**src/design/srcc_consts.vh**
```
// Constants for the strap capture and reset configuration block
`ifndef SRCC_CONSTS_VH
`define SRCC_CONSTS_VH
`define SRCC_CLK_PERIOD_NS 10
`define SRCC_STRETCH_MS 10
`define SRCC_STRETCH_CYC (`SRCC_STRETCH_MS * (1000000 / `SRCC_CLK_PERIOD_NS))
`define SRCC_FD_MIN_MS 500
`define SRCC_FD_MAX_MS 3000
// Divide first: 3000 ms in ns would overflow a 32-bit constant
`define SRCC_FD_MIN_CYC (`SRCC_FD_MIN_MS * (1000000 / `SRCC_CLK_PERIOD_NS))
`define SRCC_FD_MAX_CYC (`SRCC_FD_MAX_MS * (1000000 / `SRCC_CLK_PERIOD_NS))
`define SRCC_CNT_W 29
`define SRCC_STRAP_W 11
`define SRCC_CAP_DELAY 2'h2
`define SRCC_MGMT_ADDR_BASE 5'h00
`define SRCC_RST_HOST_IF 2'h3
`define SRCC_RST_MGMT_ADDR 5'h08
`define SRCC_SPEED_10 2'h0
`define SRCC_SPEED_100 2'h1
`define SRCC_ZC_W 24
`endif

```
**src/design/srcc_strap_capture.v**
```verilog
// Strap capture, reset stretch, factory default button and zero-cross timing
`timescale 1ns/1ps
`include "srcc_consts.vh"
module srcc_strap_capture #(
    parameter STRETCH_CYC = `SRCC_STRETCH_CYC,
    parameter FD_MIN_CYC = `SRCC_FD_MIN_CYC,
    parameter FD_MAX_CYC = `SRCC_FD_MAX_CYC
) (
    input wire i_clk,
    input wire i_rst_b,
    input wire [1:0] i_host_if_type_strap,
    input wire i_autoneg_enable_strap,
    input wire i_isolate_default_strap,
    input wire [1:0] i_speed_sel_strap,
    input wire i_mgmt_addr_bit3_strap,
    input wire i_cfg_source_strap,
    input wire i_mgmt_addr_bit4_strap,
    input wire i_host_role_strap,
    input wire i_bootcode_source_strap,
    input wire i_duplex_strap,
    input wire i_factory_button_b,
    input wire i_line_zero_cross_in,
    input wire [2:0] i_led_drive,
    output reg o_cfg_valid,
    output reg [1:0] o_host_if_type,
    output reg o_host_if_mii,
    output reg o_host_is_mac,
    output reg o_autoneg_en,
    output reg o_isolate,
    output reg [1:0] o_speed_sel,
    output reg o_speed_100,
    output reg o_full_duplex,
    output reg [4:0] o_mgmt_addr,
    output reg o_boot_from_flash,
    output reg o_boot_unsupported,
    output reg o_strap_drive_en,
    output reg [2:0] o_led_out,
    output reg [2:0] o_led_oe,
    output reg o_ext_phy_clear_n,
    output reg o_factory_default,
    output reg o_zc_edge,
    output reg [`SRCC_ZC_W-1:0] o_line_period
);

////////////////////////////////////////////////////////////////////////////////
// Capture a couple of cycles after release so straps are settled
reg [1:0] cap_cnt_reg;
reg captured_reg;
wire cap_now = !captured_reg && (cap_cnt_reg == `SRCC_CAP_DELAY);

always @(posedge i_clk or negedge i_rst_b) begin
    if (!i_rst_b) begin
        cap_cnt_reg <= 2'h0;
        captured_reg <= 1'b0;
    end else if (!captured_reg) begin
        cap_cnt_reg <= cap_cnt_reg + 2'h1;
        if (cap_now) begin
            captured_reg <= 1'b1;
        end
    end
end

////////////////////////////////////////////////////////////////////////////////
// Strap decode; only the capture edge lets these reach the outputs
reg [1:0] host_if_type_next;
reg host_if_mii_next;
reg host_is_mac_next;
reg autoneg_en_next;
reg isolate_next;
reg [1:0] speed_sel_next;
reg speed_100_next;
reg full_duplex_next;
reg [4:0] mgmt_addr_next;
reg boot_from_flash_next;
reg boot_unsupported_next;

always @* begin
    host_if_type_next = i_host_if_type_strap;
    host_if_mii_next = &i_host_if_type_strap;
    host_is_mac_next = i_host_role_strap;
    autoneg_en_next = i_autoneg_enable_strap;
    isolate_next = i_isolate_default_strap;
    speed_sel_next = i_speed_sel_strap;
    speed_100_next = (i_speed_sel_strap == `SRCC_SPEED_100);
    full_duplex_next = i_duplex_strap;
    mgmt_addr_next = `SRCC_MGMT_ADDR_BASE |
        {i_mgmt_addr_bit4_strap, i_mgmt_addr_bit3_strap, 3'h0};
    // Only both boot bits high is a supported source pair
    boot_from_flash_next = i_bootcode_source_strap & i_cfg_source_strap;
    boot_unsupported_next = ~boot_from_flash_next;
end

////////////////////////////////////////////////////////////////////////////////
// Straps latched once; values are constants until next reset
always @(posedge i_clk or negedge i_rst_b) begin
    if (!i_rst_b) begin
        o_cfg_valid <= 1'b0;
        o_host_if_type <= `SRCC_RST_HOST_IF;
        o_host_if_mii <= 1'b1;
        o_host_is_mac <= 1'b1;
        o_autoneg_en <= 1'b1;
        o_isolate <= 1'b0;
        o_speed_sel <= `SRCC_SPEED_100;
        o_speed_100 <= 1'b1;
        o_full_duplex <= 1'b1;
        o_mgmt_addr <= `SRCC_RST_MGMT_ADDR;
        o_boot_from_flash <= 1'b1;
        o_boot_unsupported <= 1'b0;
    end else if (cap_now) begin
        o_cfg_valid <= 1'b1;
        o_host_if_type <= host_if_type_next;
        o_host_if_mii <= host_if_mii_next;
        o_host_is_mac <= host_is_mac_next;
        o_autoneg_en <= autoneg_en_next;
        o_isolate <= isolate_next;
        o_speed_sel <= speed_sel_next;
        o_speed_100 <= speed_100_next;
        o_full_duplex <= full_duplex_next;
        o_mgmt_addr <= mgmt_addr_next;
        o_boot_from_flash <= boot_from_flash_next;
        o_boot_unsupported <= boot_unsupported_next;
    end
end

////////////////////////////////////////////////////////////////////////////////
// LED pins: only driven after capture, never during strap sampling
always @(posedge i_clk or negedge i_rst_b) begin
    if (!i_rst_b) begin
        o_strap_drive_en <= 1'b0;
        o_led_out <= 3'h0;
        o_led_oe <= 3'h0;
    end else begin
        o_strap_drive_en <= captured_reg;
        o_led_out <= i_led_drive;
        o_led_oe <= {3{captured_reg}};
    end
end

////////////////////////////////////////////////////////////////////////////////
// PHY reset held past our own release by a stretch count
reg [`SRCC_CNT_W-1:0] stretch_reg;
always @(posedge i_clk or negedge i_rst_b) begin
    if (!i_rst_b) begin
        stretch_reg <= {`SRCC_CNT_W{1'b0}};
        o_ext_phy_clear_n <= 1'b0;
    end else if (stretch_reg < STRETCH_CYC[`SRCC_CNT_W-1:0]) begin
        stretch_reg <= stretch_reg + {{(`SRCC_CNT_W-1){1'b0}}, 1'b1};
        o_ext_phy_clear_n <= 1'b0;
    end else begin
        o_ext_phy_clear_n <= 1'b1;
    end
end

////////////////////////////////////////////////////////////////////////////////
// Factory default: judged on release, so a long hold does nothing
reg [`SRCC_CNT_W-1:0] press_reg;
reg btn_q_reg;
always @(posedge i_clk or negedge i_rst_b) begin
    if (!i_rst_b) begin
        press_reg <= {`SRCC_CNT_W{1'b0}};
        btn_q_reg <= 1'b1;
        o_factory_default <= 1'b0;
    end else begin
        btn_q_reg <= i_factory_button_b;
        o_factory_default <= 1'b0;
        if (captured_reg && !btn_q_reg) begin
            // Saturating, so an endless hold never wraps into the window
            if (press_reg != {`SRCC_CNT_W{1'b1}}) begin
                press_reg <= press_reg + {{(`SRCC_CNT_W-1){1'b0}}, 1'b1};
            end
        end else begin
            press_reg <= {`SRCC_CNT_W{1'b0}};
            if (press_reg > FD_MIN_CYC[`SRCC_CNT_W-1:0] &&
                press_reg < FD_MAX_CYC[`SRCC_CNT_W-1:0]) begin
                o_factory_default <= 1'b1;
            end
        end
    end
end

////////////////////////////////////////////////////////////////////////////////
// Zero cross: rising edge pulse and measured line period
reg zc_q_reg;
reg [`SRCC_ZC_W-1:0] zc_cnt_reg;
always @(posedge i_clk or negedge i_rst_b) begin
    if (!i_rst_b) begin
        // Unused input idles high, so no false edge after reset
        zc_q_reg <= 1'b1;
        zc_cnt_reg <= {`SRCC_ZC_W{1'b0}};
        o_zc_edge <= 1'b0;
        o_line_period <= {`SRCC_ZC_W{1'b0}};
    end else begin
        zc_q_reg <= i_line_zero_cross_in;
        o_zc_edge <= i_line_zero_cross_in & ~zc_q_reg;
        if (i_line_zero_cross_in & ~zc_q_reg) begin
            o_line_period <= zc_cnt_reg;
            // The edge cycle itself counts, so the period is edge to edge
            zc_cnt_reg <= {{(`SRCC_ZC_W-1){1'b0}}, 1'b1};
        end else if (zc_cnt_reg != {`SRCC_ZC_W{1'b1}}) begin
            zc_cnt_reg <= zc_cnt_reg + {{(`SRCC_ZC_W-1){1'b0}}, 1'b1};
        end
    end
end

endmodule // srcc_strap_capture

```
**config.mk**
```make
export PLATFORM = sky130hd
export DESIGN_NAME = srcc_strap_capture
export DESIGN_NICKNAME = d
export VERILOG_FILES = /design/src/design/srcc_strap_capture.v
export VERILOG_INCLUDE_DIRS = /design/src /design/src/design
export SDC_FILE = /design/constraint.sdc
export NUM_CORES = 1
export LEC_CHECK = 0
export ABC_AREA = 0
export BUFFER_PORTS_ARGS = -buffer_cell sky130_fd_sc_hd__buf_4
export CELL_PAD_IN_SITES_DETAIL_PLACEMENT = 0
export CELL_PAD_IN_SITES_GLOBAL_PLACEMENT = 2
export CORE_AREA = 4 4 188 99
export CTS_CLUSTER_DIAMETER = 120
export DETAILED_ROUTE_END_ITERATION = 10
export DIE_AREA = 0 0 192 103
export PLACE_DENSITY = 0.76
export SETUP_SLACK_MARGIN = 0.4
export SLEW_MARGIN = 20
export SYNTH_ARGS = -nofsm -noshare
export SYNTH_HDL_FRONTEND = slang
export SYNTH_SLANG_ARGS = --single-unit
```
**constraint.sdc**
```tcl
create_clock -name i_clk -period 2.3 [get_ports i_clk]
set_input_delay 0.345 -clock i_clk [delete_from_list [all_inputs] [get_ports i_clk]]
set_output_delay 0.345 -clock i_clk [all_outputs]
set_load 0.005 [all_outputs]
```
==> run summary, run 1 <==
Total wirelength of the detailed-routed design: 15,400 um. The die span in x is 192 um. After global routing, the most crowded layer is met1.

The ratio of final minimum period to clock period works out to 82.4%. The path type of the worst setup path was reg2reg. The completed layout was analyzed and its total power is 5700 uW. The logs give 34 for the row count and 54.3% for the portion of the post-synthesis area used by sequential elements.

The tool flagged a number of max-cap violations equal to 0. The tools report the final clock skew as 0.00730 ns. For the worst-skew pair, the clock arrives at the later sink with an insertion delay of 0.41 ns. End point of the most critical hold path: btn_q_reg. For met1 alone, demand over resource in global routing was 25.0%. The kind of cell with the highest combined delay along the critical path is simple AND/OR/NAND/NOR gates. In this run the tightest slew margin relative to its limit is 53.6%.

The path class of the tightest hold or removal check is in2reg. The run gives 0 as the initial antenna violation count. The slowest stage of the critical path is the dfrtp_1 cell. For the endpoint required time on the critical path, the log shows 2.63 ns. For this run the aggregate overflow at the end of global routing stands at 0.

The root buffer cell chosen for the clock tree is clkbuf_16. TritonCTS built the clock tree. The global router's overall resource usage came out at 15.8%. The critical path goes through ha_4, nand3_4, nor4_4, buf_4, o211ai_1, or3_1, a21oi_1. In this run, synthesis produced a sequential element count of 133. The tools report the clock sink count as 133. Yosys mapped a number of flops with a built-in enable equal to 0. Across all setup checks in the final design, the least slack found is 0.406 ns. Timing would allow up to 528 MHz.

Global routing consumed, on the met3 layer, 3.89% of the routing resources. The total negative slack for setup checks is 0 ns, and the number of failing setup endpoints in the final timing report is 0. The first detailed-routing pass took 5 iterations.

Register-to-register setup slack: 0.41 ns. OpenSTA, run right after detailed placement, puts the worst setup slack at 0.218 ns. The worst setup path is launched from a register. On the worst path, the slowest cell contributes a delay of 0.39 ns. Measured in cells, the most critical reg-to-reg path has a length of 7.

The sum of buffers and inverters on the critical path is 1, and the overall die area is 0.0198 mm2. Summing every instance area after synthesis gives 0.00616 mm2. In the routed design, unresolved DRC markers number 0. Power spread over the standard cell area amounts to 700 mW/mm2. From synthesis to final layout, the design area changed by 32.1%. The source of the worst register-to-register timing path was press_reg[1]. The worst setup path is captured at a register. Synthesis produced a netlist whose cell count is 615. Routed wirelength normalized by instance count: 16.0 um. The via count of the first global-routing pass is 4,694, and the number of port buffers is 67. The H-tree was split into 4 levels. The floorplan core area is 0.0170 mm2, and the share of post-route cells with drive strength above 1 is 32.1%.

The floorplan step set the die height to 103 um. The number of antenna-violating nets in the routed design was 0. For this run, the leading register cell type out of synthesis is dfrtp_1.

For this design the static power due to leakage is 0.00361 uW. In this run, the number of DRC markers left after iteration 0 of detailed routing was 238. After clock tree synthesis, the clock-pin slew on the worst setup and hold paths is 0.06 ns. The post-detailed-placement half-perimeter wirelength is 10,400 um, and the net count reported at finish is 739. Counting the buffers created by CTS gives 17. The number of antenna diodes in the final layout is 0.

The run finished with clean final reports. The start point of the worst hold path was i_factory_button_b. The logs give 4,930 for the total number of vias and 0 for the final hold violation count. Of all nets on the critical path, the largest fanout is 6.

The endpoint identified for the worst register-to-register timing path is press_reg[26]. Setup repair after global routing could not meet its margin everywhere. The congestion estimate from routability-driven global placement came to 0.823. For the worst setup path, the data arrival time is 2.22 ns. For this design the top-level I/O count stands at 71. For this run, global-route usage on met2 was measured as 20.6%. Entering global routing, the biggest net connects 59 pins. The post-synthesis area per instance came out at 10.0 um2. Once the floorplan was initialized, standard cells occupied 36.3% of the core. The count of distinct cell types in the synthesized netlist is 50, and the global-route wire length before repair is 24,600 um. For the worst ir drop on vdd, the log shows 0.000511 V.

For the pin with the worst max-slew slack, the measured transition is 0.696 ns. Maximum clock insertion buffer count: 2. Number of vias per cell after detailed routing: 5.12.

The cell depth of the worst hold path was 1; the share of flip-flops with an asynchronous set or reset after synthesis was 100%. The number of slew-limit violations in the final report was 0; the post-route minimum period was 1.89 ns. Number of synthesis warnings: 0.
placed cells by master (no fill, tap or decap), drive strengths merged, types with 4 or more instances in the layout:
cell type  instances
o211ai             7
a31oi              9
o2111ai            5
o31ai              6
clkbuf            21
nor4              11
dfrtp            121
nor2              42
or4               11
xnor2             30
ha                 5
nand2b             6
and4               5
and3              18
or3               10
nor3              11
and2               7
clkinvlp           4
buf              119
clkinv             6
dfstp             12
nand3             33
mux2              12
a21oi             16
inv                8
xor2              18
nand2            104
nand4             17
o21ai             24
cell type report:
type | count | area [um2]
fillers | 1537 | 8840
repair buffers | 121 | 973
flip-flops and latches | 133 | 3360
clock buffers | 20 | 467
well taps | 234 | 293
inverters | 9 | 33.8
clock inverters | 12 | 153
multi-input cells | 433 | 2860
logic make-up after synthesis:
kind of cell    count (synthesis)  synth area share (%)
flops                         133                  54.3
mux                            15                  2.68
buf+inv                        54                  3.92
compound gates                 75                  7.60
other cells                     1                0.0609
xor+xnor                       48                  6.83
fa+ha+maj                       5                  1.02
simple gates                  284                  23.6
stage by stage:
step / std cells / hold slack [ns] / area (um2) / util, %
3_3_place_gp: 903 / 0.347 / 7010 / 41.3
3_5_place_dp: 903 / 0.349 / 7010 / 41.3
2_1_floorplan: 617 / 0.0494 / 6210 / -
5_1_grt: 962 / 0.0103 / 8130 / 47.9
4_1_cts: 941 / 0.0125 / 7770 / 45.8
6_report: 962 / 0.0357 / 8130 / 47.9
report_power, final:
group	switching, uW	internal (uW)	total [uW]
clock network	1030	1790	2820
logic	190	181	370
registers	82.0	2430	2510
total	1300	4390	5700
Yosys cell counts, drive strengths merged (2+ instances only):
cell type,number,area share (%)
dfrtp,121,49
nand2,103,6.3
nor2,42,2.6
nand3,33,2.7
clkbuf,30,1.8
xnor2,30,4.3
o21ai,24,2.0
xor2,18,2.6
and3,17,1.8
nand4,17,2.0
a21oi,16,1.3
buf,15,1.5
dfstp,12,5.1
mux2,12,2.2
nor3,11,0.89
nor4,11,1.6
or3,10,1.0
or4,10,1.2
a31oi,9,0.91
inv,8,0.49
and2,7,0.71
o211ai,7,0.85
nand2b,6,0.61
o31ai,6,0.73
and4,5,0.75
ha,5,1.0
o2111ai,5,0.71
mux2i,3,0.49
nor3b,3,0.45
o311ai,3,0.43
or2,3,0.30
nand4b,2,0.28
nor2b,2,0.20
nor4b,2,0.28
o21bai,2,0.24
worst max path at each step:
stage,slack (ns),from,end,cells after the start
after floorplan,0.32,zc_cnt_reg[0],zc_cnt_reg[20],8
after global placement,0.23,zc_cnt_reg[16],zc_cnt_reg[11],5
after detailed placement,0.22,zc_cnt_reg[16],zc_cnt_reg[11],5
after CTS,0.40,press_reg[1],press_reg[22],7
after global routing,0.25,press_reg[1],press_reg[20],7
final,0.41,press_reg[1],press_reg[26],7
per-layer routing:
metal | up-vias | share of wire, % | wire length (um)
met1 | 2452 | 54 | 8360
met3 | 16 | 5.1 | 786
met4 | 0 | 1.3 | 204
met5 | - | 0 | 0
li1 | 2347 | - | -
met2 | 115 | 39 | 6090
timing repair:
item,4_1_cts,5_1_grt
setup endpoints to repair,33,43
pin swaps,5,31
buffers inserted,4,18
hold buffers,1,0
hold endpoints to repair,53,0
gates resized for setup,25,44
cloned,1,3
(Power assumes the default switching activity.)
==> run 2, diff against run 1 <==
CORE_AREA = 4 4 196 103   (was 4 4 188 99)
DIE_AREA = 0 0 200 107   (was 0 0 192 103)
PLACE_DENSITY = 0.73   (was 0.76)
clock period = 1.6 ns   (was 2.3 ns; I/O delays follow)
==> run 2 against run 1 <==
  * The run now ends with negative setup slack left
  * Count of clock-buffer cells in the layout down 2
  * Sequential power is 43% higher
  * Wire length grew 14%
  * Largest cell class is now multi-input gates
==> run summary, run 2 (synthesized netlist as in run 1, its figures left out) <==
At the worst endpoint, the required time is 1.91 ns. After global routing the overflow that remains totals 0. The repair_antennas step left the layout with diodes totalling 0.

Maximum clock rate: 529 MHz. Data on the critical path arrives at its endpoint at 2.20 ns. For this design the static power due to leakage is 0.00475 uW. The flow ran to the end, but the final reports show violations. After detailed routing, the number of remaining DRC violations is 0. The logs give -0.29 ns for the register-to-register setup slack and 0.0528 ns for the tightest hold margin. Number of cells on the worst reg-to-reg path: 7. In this run the power density over the cells is 814 mW/mm2. The most critical setup path has its endpoint at zc_cnt_reg[6]. The post-route netlist has 50.9% of its cells at a drive strength greater than 1. The reg-to-reg endpoint is zc_cnt_reg[6]. Routability-driven placement finished with a final weighted congestion of 0.797. During I/O placement, the number of pins put on the boundary was 71. The least setup slack across all paths after layout was -0.291 ns.

The run gives 0 as the final hold violation count. The floorplan has 35 rows. The number of failing setup endpoints in the final timing report is 72. Floorplan core area: 0.0183 mm2.

The final reports fail on negative setup slack. The detailed router finished its first iteration with 265 violations. CTS saw 133 sinks. Setup repair after global routing could not meet its margin everywhere. Type of destination of the critical path: a register. The number of port buffers works out to 67. Summing over every cut layer, the via total after detailed routing is 5,396.

Measured along the y axis, the die boundary spans 107 um. Leaving out fill and tap cells, the most frequent cell in the layout is buf_4. The start point of the worst hold path was i_mgmt_addr_bit4_strap.

The routed wirelength normalized by instance count was 16.0 um. The path type of the worst setup path was reg2reg. The pre-antenna-repair detailed-routing pass consisted of 4 iterations. In the layout the commonest cells are 156 x buf_4, 117 x dfrtp_1, 74 x nand2_1, 67 x buf_6, 41 x nor2_1. The H-tree generated during clock tree synthesis spans 4 levels.

Across the VDD grid, the largest voltage drop is 0.000793 V. Using the TritonRoute via totals, the vias-per-cell ratio works out to 4.91. The pin count of the biggest net entering global routing came out at 49. On the final layout, the worst clock skew is 0.00906 ns. The first global-routing pass estimated 27,800 um of wire. The finished cells cover 0.0102 mm2. Of the available clock period, the critical path in the final layout requires 118%. TritonCTS built the clock tree. After clock tree synthesis, the clock-pin slew on the worst setup and hold paths is 0.07 ns. The run gives 10,400 um as the post-detailed-placement half-perimeter wirelength.

The initial utilization of the core area, before any placement, comes to 33.7%. In this run the tightest slew margin relative to its limit is 65.6%. For the later-pin clock latency in the skew report, the log shows 0.42 ns. The initial antenna violation count was 0.

The tools report the critical path launch point as zc_cnt_reg[0]. At the end of the flow, the number of nets in the layout was 870. In this run the remaining antenna-violating nets after routing total 0. The tool flagged a number of max-cap violations equal to 0. The area growth from synthesis to layout is 66.4%, and the slew at the pin closest to its max-slew limit is 0.516 ns. The largest driver fanout on the critical path was 11. The total chip power was 8330 uW; the number of buffers created by CTS was 17. The tools report the critical path startpoint category as a register.

The logs give 16.2% for the global router's overall resource usage and 0 for the number of slew-limit violations in the final report. The post-route minimum period was 1.89 ns; the total wirelength of the detailed-routed design was 17,600 um. Via count of the first global-routing pass: 5,363. Cells fill 56.1% of the core in the end.

The path class of the tightest hold or removal check is in2reg. Counting along the longest clock path gives a buffer depth of 2. The source of the worst register-to-register timing path is zc_cnt_reg[0]. The die covers 0.0214 mm2. The library cell used as clock root buffer was clkbuf_16.

The die span in x is 200 um. The run gives 0.00797 mm2 as the total placed instance area.
-- run 2: through the flow --
stage               TNS [ns]  setup slack, ns  cells
floorplan              -8.45           -0.367    617
global placement       -9.03           -0.326   1005
detailed placement    -10.65           -0.357   1005
CTS                    -9.24           -0.296   1075
global route          -18.01           -0.386   1099
finish                -10.82           -0.291   1099
-- run 2: area by class of cell --
| cell class | instances | area (um2) |
|---|---|---|
| clock buffer | 18 | 439 |
| clock inverter | 14 | 141 |
| fill | 1506 | 8020 |
| inverter | 9 | 38.8 |
| multi-input combinational | 433 | 3480 |
| sequential | 133 | 3350 |
| tap | 240 | 300 |
| timing repair buffer | 252 | 2490 |
-- run 2: where the power goes --
part	internal, uW	switching (uW)	total (uW)
Combinational	476	390	867
Clock	2220	1670	3890
Sequential	3490	92.8	3580
Total	6180	2150	8330
-- run 2: metal layers --
| metal | global-route usage, % | share of wire [%] | up-vias |
|---|---|---|---|
| li1 | - | - | 2599 |
| met1 | 21.8 | 46 | 2719 |
| met2 | 26.4 | 50 | 66 |
| met3 | 3.77 | 2.5 | 12 |
| met4 | 3.97 | 0.72 | 0 |
| met5 | 0 | 0 | - |
-- run 2: worst max-delay path, cell delays in order (launching register included) --
cell,delay [ns]
dfrtp_1,0.39
ha_4,0.16
nand4_4,0.07
or4_4,0.53
buf_6,0.17
o211ai_1,0.23
xor2_1,0.17
nor2_1,0.06
-- run 2: worst min-delay path by stage --
stage,to,depth (start not counted)
2_1_floorplan,cap_cnt_reg[0],0
3_3_place_gp,press_reg[17],1
3_5_place_dp,press_reg[17],1
4_1_cts,o_mgmt_addr[4],2
5_1_grt,o_autoneg_en,2
6_report,o_mgmt_addr[4],2
-- run 2: what timing repair did --
action / in CTS / in global routing
buffers inserted: 23 / 19
endpoints found under the hold margin: 39 / 0
gates cloned: 9 / 5
gates resized for setup: 110 / 124
pin swaps: 30 / 60
endpoints found under the setup margin: 130 / 156
hold buffers: 6 / 0
